## config.mk

```make
export PLATFORM = sky130hd
export DESIGN_NAME = serial_port_status
export DESIGN_NICKNAME = d
export VERILOG_FILES = /design/src/verilog/serial_status_pkg.sv /design/src/verilog/serial_port_status.sv
export VERILOG_INCLUDE_DIRS = /design/src /design/src/verilog
export SDC_FILE = /design/constraint.sdc
export NUM_CORES = 1
export LEC_CHECK = 0
export ABC_AREA = 1
export BUFFER_PORTS_ARGS = -buffer_cell sky130_fd_sc_hd__buf_2
export CAP_MARGIN = 20
export CORE_MARGIN = 8
export CORE_UTILIZATION = 52
export CTS_CLUSTER_DIAMETER = 150
export DETAILED_ROUTE_END_ITERATION = 7
export HOLD_SLACK_MARGIN = 0.03
export PLACE_DENSITY = 0.8
export SYNTH_ARGS = -nofsm -noshare
export SYNTH_HDL_FRONTEND = slang
export SYNTH_SLANG_ARGS = --single-unit
```

## constraint.sdc

```tcl
create_clock -name ref_clk_in -period 1.51 [get_ports ref_clk_in]
set_input_delay 0.2265 -clock ref_clk_in [delete_from_list [all_inputs] [get_ports ref_clk_in]]
set_output_delay 0.2265 -clock ref_clk_in [all_outputs]
set_load 0.05 [all_outputs]
```

## src/verilog/serial_status_defs.svh

```systemverilog
/*
 register offsets, field positions and reset values of the serial port
 status block; included by the design, defines only
*/
`ifndef SERIAL_STATUS_DEFS_SVH
`define SERIAL_STATUS_DEFS_SVH

// byte offsets on the register bus
`define OFS_CONTROL        5'h00
`define OFS_IRQ_ENABLE     5'h08
`define OFS_IRQ_DISABLE    5'h0c
`define OFS_IRQ_MASK       5'h10
`define OFS_CHANNEL_STATUS 5'h14
`define OFS_RX_HOLDING     5'h18
`define OFS_TX_HOLDING     5'h1c

// control register fields
`define CTL_RX_ENABLE      0
`define CTL_TX_ENABLE      1
`define CTL_CLEAR_STATUS   2
`define CTL_BEGIN_BREAK    3
`define CTL_ARM_IDLE_TIMER 4
`define CTL_CLEAR_REPEAT   5
`define CTL_CLEAR_NOT_ACK  6

// status, mask and enable/disable bit positions
`define ST_RX_READY   0
`define ST_TX_FREE    1
`define ST_BREAK      2
`define ST_RX_DMA     3
`define ST_TX_DMA     4
`define ST_OVERRUN    5
`define ST_FRAMING    6
`define ST_PARITY     7
`define ST_TIMEOUT    8
`define ST_DRAINED    9
`define ST_REPEAT     10
`define ST_TXBUF_E    11
`define ST_RXBUF_F    12
`define ST_NOT_ACKNOWLEDGED_FLAG       13
`define ST_CHANGE_LO  16
`define ST_LEVEL_LO   20

// holding register fields
`define HOLD_CMD_BIT  15

// implemented interrupt sources (bits 14 and 15 are reserved)
`define IRQ_VALID_BITS 20'hf3fff
`define MASK_RESET     20'h00000
`define CONTROL_RESET  2'h0

`endif

```

## src/verilog/serial_status_pkg.sv

```systemverilog
/*
 types shared by the serial port status block and its users;
 assumes serial_status_defs.svh supplies the numeric constants
*/
package serial_status_pkg;

   typedef struct packed {
      logic is_command;
      logic [8:0] character;
   } serial_char_t;

   typedef struct packed {
      logic line_break;
      logic overrun;
      logic framing;
      logic parity;
      logic timeout;
      logic repeat_limit;
      logic not_ack;
   } line_events_t;

   typedef struct packed {
      logic ring;
      logic set_ready;
      logic carrier;
      logic clear_send;
   } modem_lines_t;

endpackage

```

## src/verilog/serial_port_status.sv

```systemverilog
/*
 status, interrupt mask and character holding logic of a serial port,
 reached over an Avalon-MM slave with waitrequest.
 assumes the receiver, transmitter, timers and dma channels run on the
 same clock; their events come as one-cycle pulses, the dma flags as levels; modem lines are pins.

*/
`timescale 1ns/1ps
`include "serial_status_defs.svh"

module serial_port_status (
   input wire logic ref_clk_in,
   input wire logic rst_in,
   input wire logic ce_in,
   // register bus
   input wire logic [4:0] avs_address_in,
   input wire logic avs_read_in,
   input wire logic avs_write_in,
   input wire logic [3:0] avs_byteenable_in,
   input wire logic [31:0] avs_writedata_in,
   output logic [31:0] avs_readdata_out,
   output logic avs_waitrequest_out,
   // receiver side
   input wire logic rx_char_valid_in,
   input wire serial_status_pkg::serial_char_t rx_char_in,
   input wire serial_status_pkg::line_events_t line_events_in,
   input wire logic timeout_value_zero_in,
   // transmitter side
   input wire logic tx_take_in,
   input wire logic tx_shift_busy_in,
   input wire logic break_started_in,
   output logic tx_char_valid_out,
   output serial_status_pkg::serial_char_t tx_char_out,
   output logic rx_enable_out,
   output logic tx_enable_out,
   output logic begin_break_out,
   output logic arm_idle_timer_out,
   output logic clear_repeat_out,
   // dma channel signals
   input wire logic rx_dma_done_in,
   input wire logic tx_dma_done_in,
   input wire logic tx_dma_buffer_empty_in,
   input wire logic rx_dma_buffer_full_in,
   // modem control pins
   input wire serial_status_pkg::modem_lines_t modem_in,
   output logic irq_out
);

   logic served_q;
   logic rd_done, wr_done;
   logic [31:0] wmask;
   logic [31:0] rdata_d;
   logic [31:0] readdata_q;
   logic [1:0] control_q;
   logic wr_control, wr_enable, wr_disable, wr_tx, rd_status, rd_rx;
   logic cmd_clear_status, cmd_begin_break, cmd_arm_timer;
   logic cmd_clear_repeat, cmd_clear_not_ack;
   logic rx_ready_q, rx_pending_q;
   serial_status_pkg::serial_char_t rx_hold_q;
   serial_status_pkg::serial_char_t tx_hold_q;
   logic tx_full_q, break_pending_q;
   logic brk_q, ovr_q, frm_q, par_q, tmo_q, rep_q, not_acknowledged_flag_q;
   serial_status_pkg::modem_lines_t modem_s1_q, modem_s2_q, modem_s3_q;
   logic [3:0] change_q;
   logic [3:0] toggled;
   logic [19:0] mask_q;
   logic [23:0] status;
   logic tx_free, drained;
   logic [4:0] cmd_q;
   localparam logic [19:0] MASK_INIT = `MASK_RESET;
   localparam logic [19:0] MASK_VALID = `IRQ_VALID_BITS;

   // bus slave: every access is answered one enabled (ce_in high) cycle after it is presented
   assign avs_waitrequest_out = (avs_read_in | avs_write_in) & ~served_q;
   assign rd_done = avs_read_in & served_q & ce_in;
   assign wr_done = avs_write_in & served_q & ce_in;
   assign wmask = {{8{avs_byteenable_in[3]}}, {8{avs_byteenable_in[2]}},
                   {8{avs_byteenable_in[1]}}, {8{avs_byteenable_in[0]}}};

   always_ff @(posedge ref_clk_in) begin
      if (rst_in) begin
         served_q <= 1'b0;
      end else if (ce_in) begin
         served_q <= (avs_read_in | avs_write_in) & ~served_q;
      end
   end

   assign wr_control = wr_done && (avs_address_in == `OFS_CONTROL);
   assign wr_enable = wr_done && (avs_address_in == `OFS_IRQ_ENABLE);
   assign wr_disable = wr_done && (avs_address_in == `OFS_IRQ_DISABLE);
   assign wr_tx = wr_done && (avs_address_in == `OFS_TX_HOLDING) &&
                  (avs_byteenable_in[1:0] != 2'h0);
   assign rd_status = rd_done && (avs_address_in == `OFS_CHANNEL_STATUS);
   assign rd_rx = rd_done && (avs_address_in == `OFS_RX_HOLDING);

   // command bits act for the one write cycle only
   assign cmd_clear_status = wr_control && avs_byteenable_in[0] &&
                             avs_writedata_in[`CTL_CLEAR_STATUS];
   assign cmd_begin_break = wr_control && avs_byteenable_in[0] &&
                            avs_writedata_in[`CTL_BEGIN_BREAK];
   assign cmd_arm_timer = wr_control && avs_byteenable_in[0] &&
                          avs_writedata_in[`CTL_ARM_IDLE_TIMER];
   assign cmd_clear_repeat = wr_control && avs_byteenable_in[0] &&
                             avs_writedata_in[`CTL_CLEAR_REPEAT];
   assign cmd_clear_not_ack = wr_control && avs_byteenable_in[0] &&
                              avs_writedata_in[`CTL_CLEAR_NOT_ACK];

   always_ff @(posedge ref_clk_in) begin
      if (rst_in) begin
         control_q <= `CONTROL_RESET;
      end else if (ce_in && wr_control && avs_byteenable_in[0]) begin
         control_q <= avs_writedata_in[`CTL_TX_ENABLE:`CTL_RX_ENABLE];
      end
   end
   assign rx_enable_out = control_q[`CTL_RX_ENABLE];
   assign tx_enable_out = control_q[`CTL_TX_ENABLE];

   // command strobes to the timers and transmitter, registered pulses
   always_ff @(posedge ref_clk_in) begin
      if (rst_in) begin
         cmd_q <= 5'h00;
      end else if (ce_in) begin
         cmd_q <= {cmd_arm_timer, cmd_clear_repeat, 3'h0};
      end
   end
   assign arm_idle_timer_out = cmd_q[4];
   assign clear_repeat_out = cmd_q[3];

   // interrupt mask: per-bit set/clear, bit positions shared with status
   genvar gi;
   generate
      for (gi = 0; gi < 20; gi++) begin : g_mask
         always_ff @(posedge ref_clk_in) begin
            if (rst_in) begin
               mask_q[gi] <= MASK_INIT[gi];
            end else if (ce_in) begin
               if (wr_enable && wmask[gi] && avs_writedata_in[gi]) begin
                  mask_q[gi] <= MASK_VALID[gi];
               end else if (wr_disable && wmask[gi] &&
                            avs_writedata_in[gi]) begin
                  mask_q[gi] <= 1'b0;
               end
            end
         end
      end
   endgenerate

   // receive path
   always_ff @(posedge ref_clk_in) begin
      if (rst_in) begin
         rx_hold_q <= '0;
      end else if (ce_in && rx_char_valid_in) begin
         rx_hold_q <= rx_char_in;
      end
   end

   always_ff @(posedge ref_clk_in) begin
      if (rst_in) begin
         rx_ready_q <= 1'b0;
         rx_pending_q <= 1'b0;
      end else if (ce_in) begin
         if (!rx_enable_out) begin
            rx_ready_q <= 1'b0;
            if (rx_char_valid_in) begin
               rx_pending_q <= 1'b1;
            end
         end else if (rx_char_valid_in || rx_pending_q) begin
            rx_ready_q <= 1'b1;
            rx_pending_q <= 1'b0;
         end else if (rd_rx) begin
            rx_ready_q <= 1'b0;
         end
      end
   end

   // transmit path
   always_ff @(posedge ref_clk_in) begin
      if (rst_in) begin
         tx_hold_q <= '0;
         tx_full_q <= 1'b0;
      end else if (ce_in) begin
         if (wr_tx) begin
            tx_hold_q.is_command <= avs_writedata_in[`HOLD_CMD_BIT];
            tx_hold_q.character <= avs_writedata_in[8:0];
            tx_full_q <= 1'b1;
         end else if (tx_take_in) begin
            tx_full_q <= 1'b0;
         end
      end
   end
   assign tx_char_valid_out = tx_full_q & tx_enable_out & ~break_pending_q;
   assign tx_char_out = tx_hold_q;

   always_ff @(posedge ref_clk_in) begin
      if (rst_in) begin
         break_pending_q <= 1'b0;
      end else if (ce_in) begin
         if (cmd_begin_break) begin
            break_pending_q <= 1'b1;
         end else if (break_started_in) begin
            break_pending_q <= 1'b0;
         end
      end
   end
   assign begin_break_out = break_pending_q;

   assign tx_free = tx_enable_out & ~tx_full_q & ~break_pending_q;
   assign drained = tx_enable_out & ~tx_full_q & ~tx_shift_busy_in;

   // sticky line flags: a new event wins over its clear
   always_ff @(posedge ref_clk_in) begin
      if (rst_in) begin
         brk_q <= 1'b0;
         ovr_q <= 1'b0;
         frm_q <= 1'b0;
         par_q <= 1'b0;
      end else if (ce_in) begin
         brk_q <= line_events_in.line_break |
                  (brk_q & ~cmd_clear_status);
         ovr_q <= line_events_in.overrun | (ovr_q & ~cmd_clear_status);
         frm_q <= line_events_in.framing | (frm_q & ~cmd_clear_status);
         par_q <= line_events_in.parity | (par_q & ~cmd_clear_status);
      end
   end

   always_ff @(posedge ref_clk_in) begin
      if (rst_in) begin
         tmo_q <= 1'b0;
         rep_q <= 1'b0;
         not_acknowledged_flag_q <= 1'b0;
      end else if (ce_in) begin
         tmo_q <= line_events_in.timeout | (tmo_q & ~cmd_arm_timer);
         rep_q <= line_events_in.repeat_limit |
                  (rep_q & ~cmd_clear_repeat);
         not_acknowledged_flag_q <= line_events_in.not_ack |
                   (not_acknowledged_flag_q & ~cmd_clear_not_ack);
      end
   end

   // modem pins: two-stage synchroniser, third stage for toggle detection
   always_ff @(posedge ref_clk_in) begin
      if (rst_in) begin
         modem_s1_q <= '0;
         modem_s2_q <= '0;
         modem_s3_q <= '0;
      end else if (ce_in) begin
         modem_s1_q <= modem_in;
         modem_s2_q <= modem_s1_q;
         modem_s3_q <= modem_s2_q;
      end
   end
   assign toggled = modem_s2_q ^ modem_s3_q;

   always_ff @(posedge ref_clk_in) begin
      if (rst_in) begin
         change_q <= 4'h0;
      end else if (ce_in) begin
         change_q <= toggled | (change_q & {4{~rd_status}});
      end
   end

   // channel status word; change/level nibbles are ordered ring..clear-send
   always_comb begin
      status = 24'h000000;
      status[`ST_RX_READY] = rx_ready_q;
      status[`ST_TX_FREE] = tx_free;
      status[`ST_BREAK] = brk_q;
      status[`ST_RX_DMA] = rx_dma_done_in;
      status[`ST_TX_DMA] = tx_dma_done_in;
      status[`ST_OVERRUN] = ovr_q;
      status[`ST_FRAMING] = frm_q;
      status[`ST_PARITY] = par_q;
      status[`ST_TIMEOUT] = tmo_q & ~timeout_value_zero_in;
      status[`ST_DRAINED] = drained;
      status[`ST_REPEAT] = rep_q;
      status[`ST_TXBUF_E] = tx_dma_buffer_empty_in;
      status[`ST_RXBUF_F] = rx_dma_buffer_full_in;
      status[`ST_NOT_ACKNOWLEDGED_FLAG] = not_acknowledged_flag_q;
      status[`ST_CHANGE_LO +: 4] = {change_q[0], change_q[1], change_q[2],
                                    change_q[3]};
      status[`ST_LEVEL_LO +: 4] = {modem_s2_q.clear_send, modem_s2_q.carrier,
                                   modem_s2_q.set_ready,
                                   modem_s2_q.ring};
   end

   assign irq_out = |(status[19:0] & mask_q);

   // read data: unmapped and write-only offsets read as zero
   always_comb begin
      rdata_d = 32'h00000000;
      case (avs_address_in)
         `OFS_CONTROL: rdata_d[1:0] = control_q;
         `OFS_IRQ_MASK: rdata_d[19:0] = mask_q;
         `OFS_CHANNEL_STATUS: rdata_d[23:0] = status;
         `OFS_RX_HOLDING: begin
            rdata_d[8:0] = rx_hold_q.character;
            rdata_d[`HOLD_CMD_BIT] = rx_hold_q.is_command;
         end
         default: rdata_d = 32'h00000000;
      endcase
   end

   always_ff @(posedge ref_clk_in) begin
      if (rst_in) begin
         readdata_q <= 32'h00000000;
      end else if (ce_in && avs_read_in && !served_q) begin
         readdata_q <= rdata_d;
      end
   end
   assign avs_readdata_out = readdata_q;
endmodule // serial_port_status

```

# ---- Word level (Yosys, flattened, before mapping)
# Cells that the tools add are included.
dict set report totals {
  regBits 96
  input_bits 76
  output_inout_bits 50
}
dict set report op_classes {
  eq_ne 8
  n_mux 56
  n_bitwise 40
  reduce_logical 117
}
# op count
set op_table {}
lappend op_table {{logical AND 1 bit} 64}
lappend op_table {{two-way mux 1 bit} 50}
lappend op_table {{AND reduction 2 bit} 24}
lappend op_table {{nonzero test 2 bit} 24}
lappend op_table {{one-hot mux 7 bit (3 select lines)} 1}
lappend op_table {{bitwise AND 20 bit} 1}
lappend op_table {{== test 5 bit (second input constant)} 4}
lappend op_table {{OR reduction 20 bit} 1}
lappend op_table {{bitwise AND 1 bit} 18}
lappend op_table {{one-hot mux 6 bit (2 select lines)} 1}
lappend op_table {{== test 5 x 4 -> 1 bit (second input constant)} 2}
lappend op_table {{inverter 1 bit} 10}
lappend op_table {{OR 1 bit} 8}
lappend op_table {{one-hot mux 2 bit (4 select lines)} 1}
lappend op_table {{one-hot mux 4 bit (2 select lines)} 1}
lappend op_table {{logical NOT 5 bit} 1}
lappend op_table {{bitwise AND 4 bit} 1}
lappend op_table {{two-way mux 4 bit} 1}
lappend op_table {{OR 4 bit} 1}
lappend op_table {{bitwise XOR 4 bit} 1}
lappend op_table {{!= test 3 x 1 -> 1 bit (second input constant)} 1}
lappend op_table {{AND reduction 3 bit} 1}
lappend op_table {{!= test 2 x 1 -> 1 bit (second input constant)} 1}
lappend op_table {{one-hot mux 1 bit (2 select lines)} 1}
lappend op_table {{2 further kinds} 2}

# ---- Longest topological paths before layout
dict set report depth {
  depth_word 8
  mapped_depth 9
}

# ---- Worst setup path after synthesis
# Ideal clock, no wire load.
dict set report synth_path {
  kind {register to output}
  startpoint {register control_q[1]}
  endpoint {output port tx_char_valid_out}
  t_arrival_ns 1.835
  slack_ns -0.552
  path_stages_with_launch 3
  n_path_buf 0
  path_cell_list {dfxtp_1 > inv_1 > nor3_1}
}
dict set report synth_via {
  elab_chain_cells 2
}
# item line
set synth_lines {}
lappend synth_lines {{start, declared} serial_port_status.sv:54} ;# logic [1:0] control_q;
lappend synth_lines {{start signal, assigned} serial_port_status.sv:110} ;# control_q <= `CONTROL_RESET;
lappend synth_lines {{start signal, assigned} serial_port_status.sv:112} ;# control_q <= avs_writedata_in[`CTL_TX_ENABLE:`CTL_RX_ENABLE];
lappend synth_lines {{bitwise AND 1 bit (2 in series)} serial_port_status.sv:191} ;# assign tx_char_valid_out = tx_full_q & tx_enable_out & ~break_pending_q;
lappend synth_lines {{end, declared} serial_port_status.sv:32} ;# output logic tx_char_valid_out,
# Every way passes these cells.

# ---- Final worst setup path
dict set report layout_path {
  startpoint {register rx_ready_q}
  endpoint {output port irq_out}
}
dict set report layout_via {
  elab_chain_cells 2
}
# item line
set layout_lines {}
lappend layout_lines {{start, declared} serial_port_status.sv:58} ;# logic rx_ready_q, rx_pending_q;
lappend layout_lines {{start signal, assigned} serial_port_status.sv:159} ;# rx_ready_q <= 1'b0;
lappend layout_lines {{start signal, assigned} serial_port_status.sv:163} ;# rx_ready_q <= 1'b0;
lappend layout_lines {{start signal, assigned} serial_port_status.sv:168} ;# rx_ready_q <= 1'b1;
lappend layout_lines {{bitwise AND 20 bit} serial_port_status.sv:286} ;# assign irq_out = |(status[19:0] & mask_q);
lappend layout_lines {{OR reduction 20 bit} serial_port_status.sv:286}
lappend layout_lines {{end, declared} serial_port_status.sv:46} ;# output logic irq_out
# Every way passes these cells.

==> metrics.cfg <==
[power]
total_power_mw=5.07
peakVddDrop_v=0.000636
p_leak_nw=2.42
power.density_nw_per_um2=950

[grt]
grt.total_usage_pct=22.2
grt_pass1_vias=4435
grt_overflow=0
antenna_found_initial=0
grt_max_degree=51
grt_pass1_wl_um=20600

[finish]
finalNonFillerCells=827
fin_nets=793
fin_util_pct=66.0
area_delta_synth_final_pct=24.9
insertedDiodeCount=0
fin_area_um2=5340
drive_gt1_share_pct=28.0

[setup_path]
reg2regPathDepth=6
startpoint_type=flip-flop
endpoint=irq_out
cp-startpoint=rx_ready_q
r2r-start=served_q
regToRegSetupSlack_ns=0.11
critical_path_required_ns=1.28
critical_path_arrival_ns=1.46
worstPathMaxFanout=3
r2r_end=mask_q[6]
end_kind=primary output
path_class=reg -> out

[place]
io_buffers=102
gp_congestion=0.884
post_dp_cell_area_um2=5040
pre_cts_ws_ns=0.0278
hpwlAfterDp_um=9480
dp_cells=810

[clock_network]
clk_pin_slew_ns=0.08
cts.htree.levels=3
cts_tree=built
clk_latency_ns=0.35
post-cts-setup-buffer-count=0
clkSinkCount=93
ctsLongestPathBuffers=2
numCtsBuffers=9
root_buffer=clkbuf_8

[yosys]
synth.distinct_cells=33
yosysSeqAreaShare_pct=43.5
ys_seq_elements=93
yosys_warnings=0
synthCells=601
syn_area_per_cell_um2=7.11
synth_area_um2=4280

[timing]
fin_crit_ns=1.69
fin_setup_tns_ns=-0.178
finalHoldViolCount=0
whs_ns=0.102
fmax_ghz=0.593
finClkSkew_ns=0.00769
slew_violations=0
setup_violations=1
setup_ws_ns=-0.178
layout_worst_path_cycle_share_pct=112
rsz0062_at_grt=yes

[route]
drt_iter0_drc=429
wl_um=12900
wl_per_cell_um=15.6
via_per_inst=5.49
dr.pass1.iters=5
vias=4541
antenna_left=0
drc=0

[status]
violations=setup timing
status=finished, violations left

[run]
drv_cap=0

[min_path]
hold_start=modem_in[1]
hold_class=in -> reg

[die]
die_x_um=107
fp.dieH_um=107
core_um2=8090
start_util_pct=52.8
rows=33
ioPinCount=126
die-area_um2=11400

synth_stat cells, drive strengths merged:
cell      n  area share (%)
inv      53             4.7
conb      1           0.088
o21bai    1            0.18
o22ai     1            0.15
dfxtp    93              44
o21ai    50             6.0
nand2   151              13
nor4      1            0.15
a21oi    67             8.8
nand3    28             3.4
a22o      2            0.41
nand3b    1            0.18
nor3      4            0.85
buf      27             4.3
nand4    26             3.8
clkbuf   17             1.5
nor2     67             6.6
a221oi    2            0.41
o211ai    8             1.4
o31ai     1            0.18
cells by family (layout without fill, tap and decap cells):
family	count (synthesis)	count (layout)	synth area share [%]
buffers and inverters	97	209	10.4
other	1	9	0.0877
DFF	93	93	43.5
and+or+nand+nor	278	279	28.4
AOI/OAI and AO/OA	132	132	17.6
placed cells by master, fill, tap and decap left out, drive strengths merged:
cell type / n
nand2: 152
buf: 139
dfxtp: 93
nor2: 67
a21oi: 67
inv: 54
o21ai: 50
nand3: 28
nand4: 26
clkbuf: 11
conb: 9
o211ai: 8
nor3: 4
a22o: 2
a221oi: 2
bufinv: 2
clkinv: 2
nand3b: 1
nor4: 1
o31ai: 1
o21bai: 1
o22ai: 1
clkinvlp: 1
metal layers:
| layer | vias to the layer above | track usage (%) | share of wire, % |
|---|---|---|---|
| li1 | 2185 | - | - |
| met1 | 2078 | 26.1 | 39 |
| met2 | 234 | 37.1 | 48 |
| met3 | 44 | 4.20 | 8.7 |
| met4 | 0 | 13.0 | 4.2 |
| met5 | - | 0 | 0 |
state kept, by name (all words and copies together), names as in the netlist, 4 cells and up:
| signal | flops |
|---|---|
| avs_readdata_out | 23 |
| change_q | 4 |
| mask_q | 18 |
| modem_s1_q | 4 |
| modem_s2_q | 4 |
| modem_s3_q | 4 |
| rx_hold_q | 10 |
| tx_char_out | 10 |
worst min-delay path by stage:
| stage | endpoint | cells after the start |
|---|---|---|
| floorplan | modem_s1_q[0] | 2 |
| global placement | tx_char_out[0] | 2 |
| detailed placement | tx_char_out[0] | 2 |
| CTS | modem_s1_q[3] | 3 |
| global route | modem_s1_q[1] | 3 |
| finish | modem_s1_q[1] | 3 |
worst max-delay path: stages (launching register included):
cell	delay (ns)
dfxtp_1	0.34
nand2_1	0.09
nand2_2	0.08
a221oi_2	0.21
nand2_1	0.07
nor2_1	0.09
nand2_1	0.07
buf_6	0.16
layout make-up:
| class | instances | area, um^2 |
|---|---|---|
| Clock buffer | 10 | 128 |
| Clock inverter | 6 | 86.3 |
| Fill cell | 720 | 2750 |
| Inverter | 53 | 199 |
| Multi-Input combinational cell | 420 | 2080 |
| Sequential cell | 93 | 1870 |
| Tap cell | 105 | 131 |
| Timing Repair Buffer | 140 | 842 |
power breakdown:
part | switching, mW | internal (mW) | leakage [nW]
sequential | 0.0566 | 2.54 | 0.762
clock | 0.866 | 0.934 | 0.107
combinational | 0.461 | 0.215 | 1.55
total | 1.38 | 3.69 | 2.42
repair_timing:
item | 4_1_cts | 5_1_grt
cloned | 0 | 1
hold buffers | 0 | 0
setup endpoints to repair | 1 | 28
resized for setup | 9 | 15
pin swaps | 3 | 4
(Power assumes the default switching activity.)
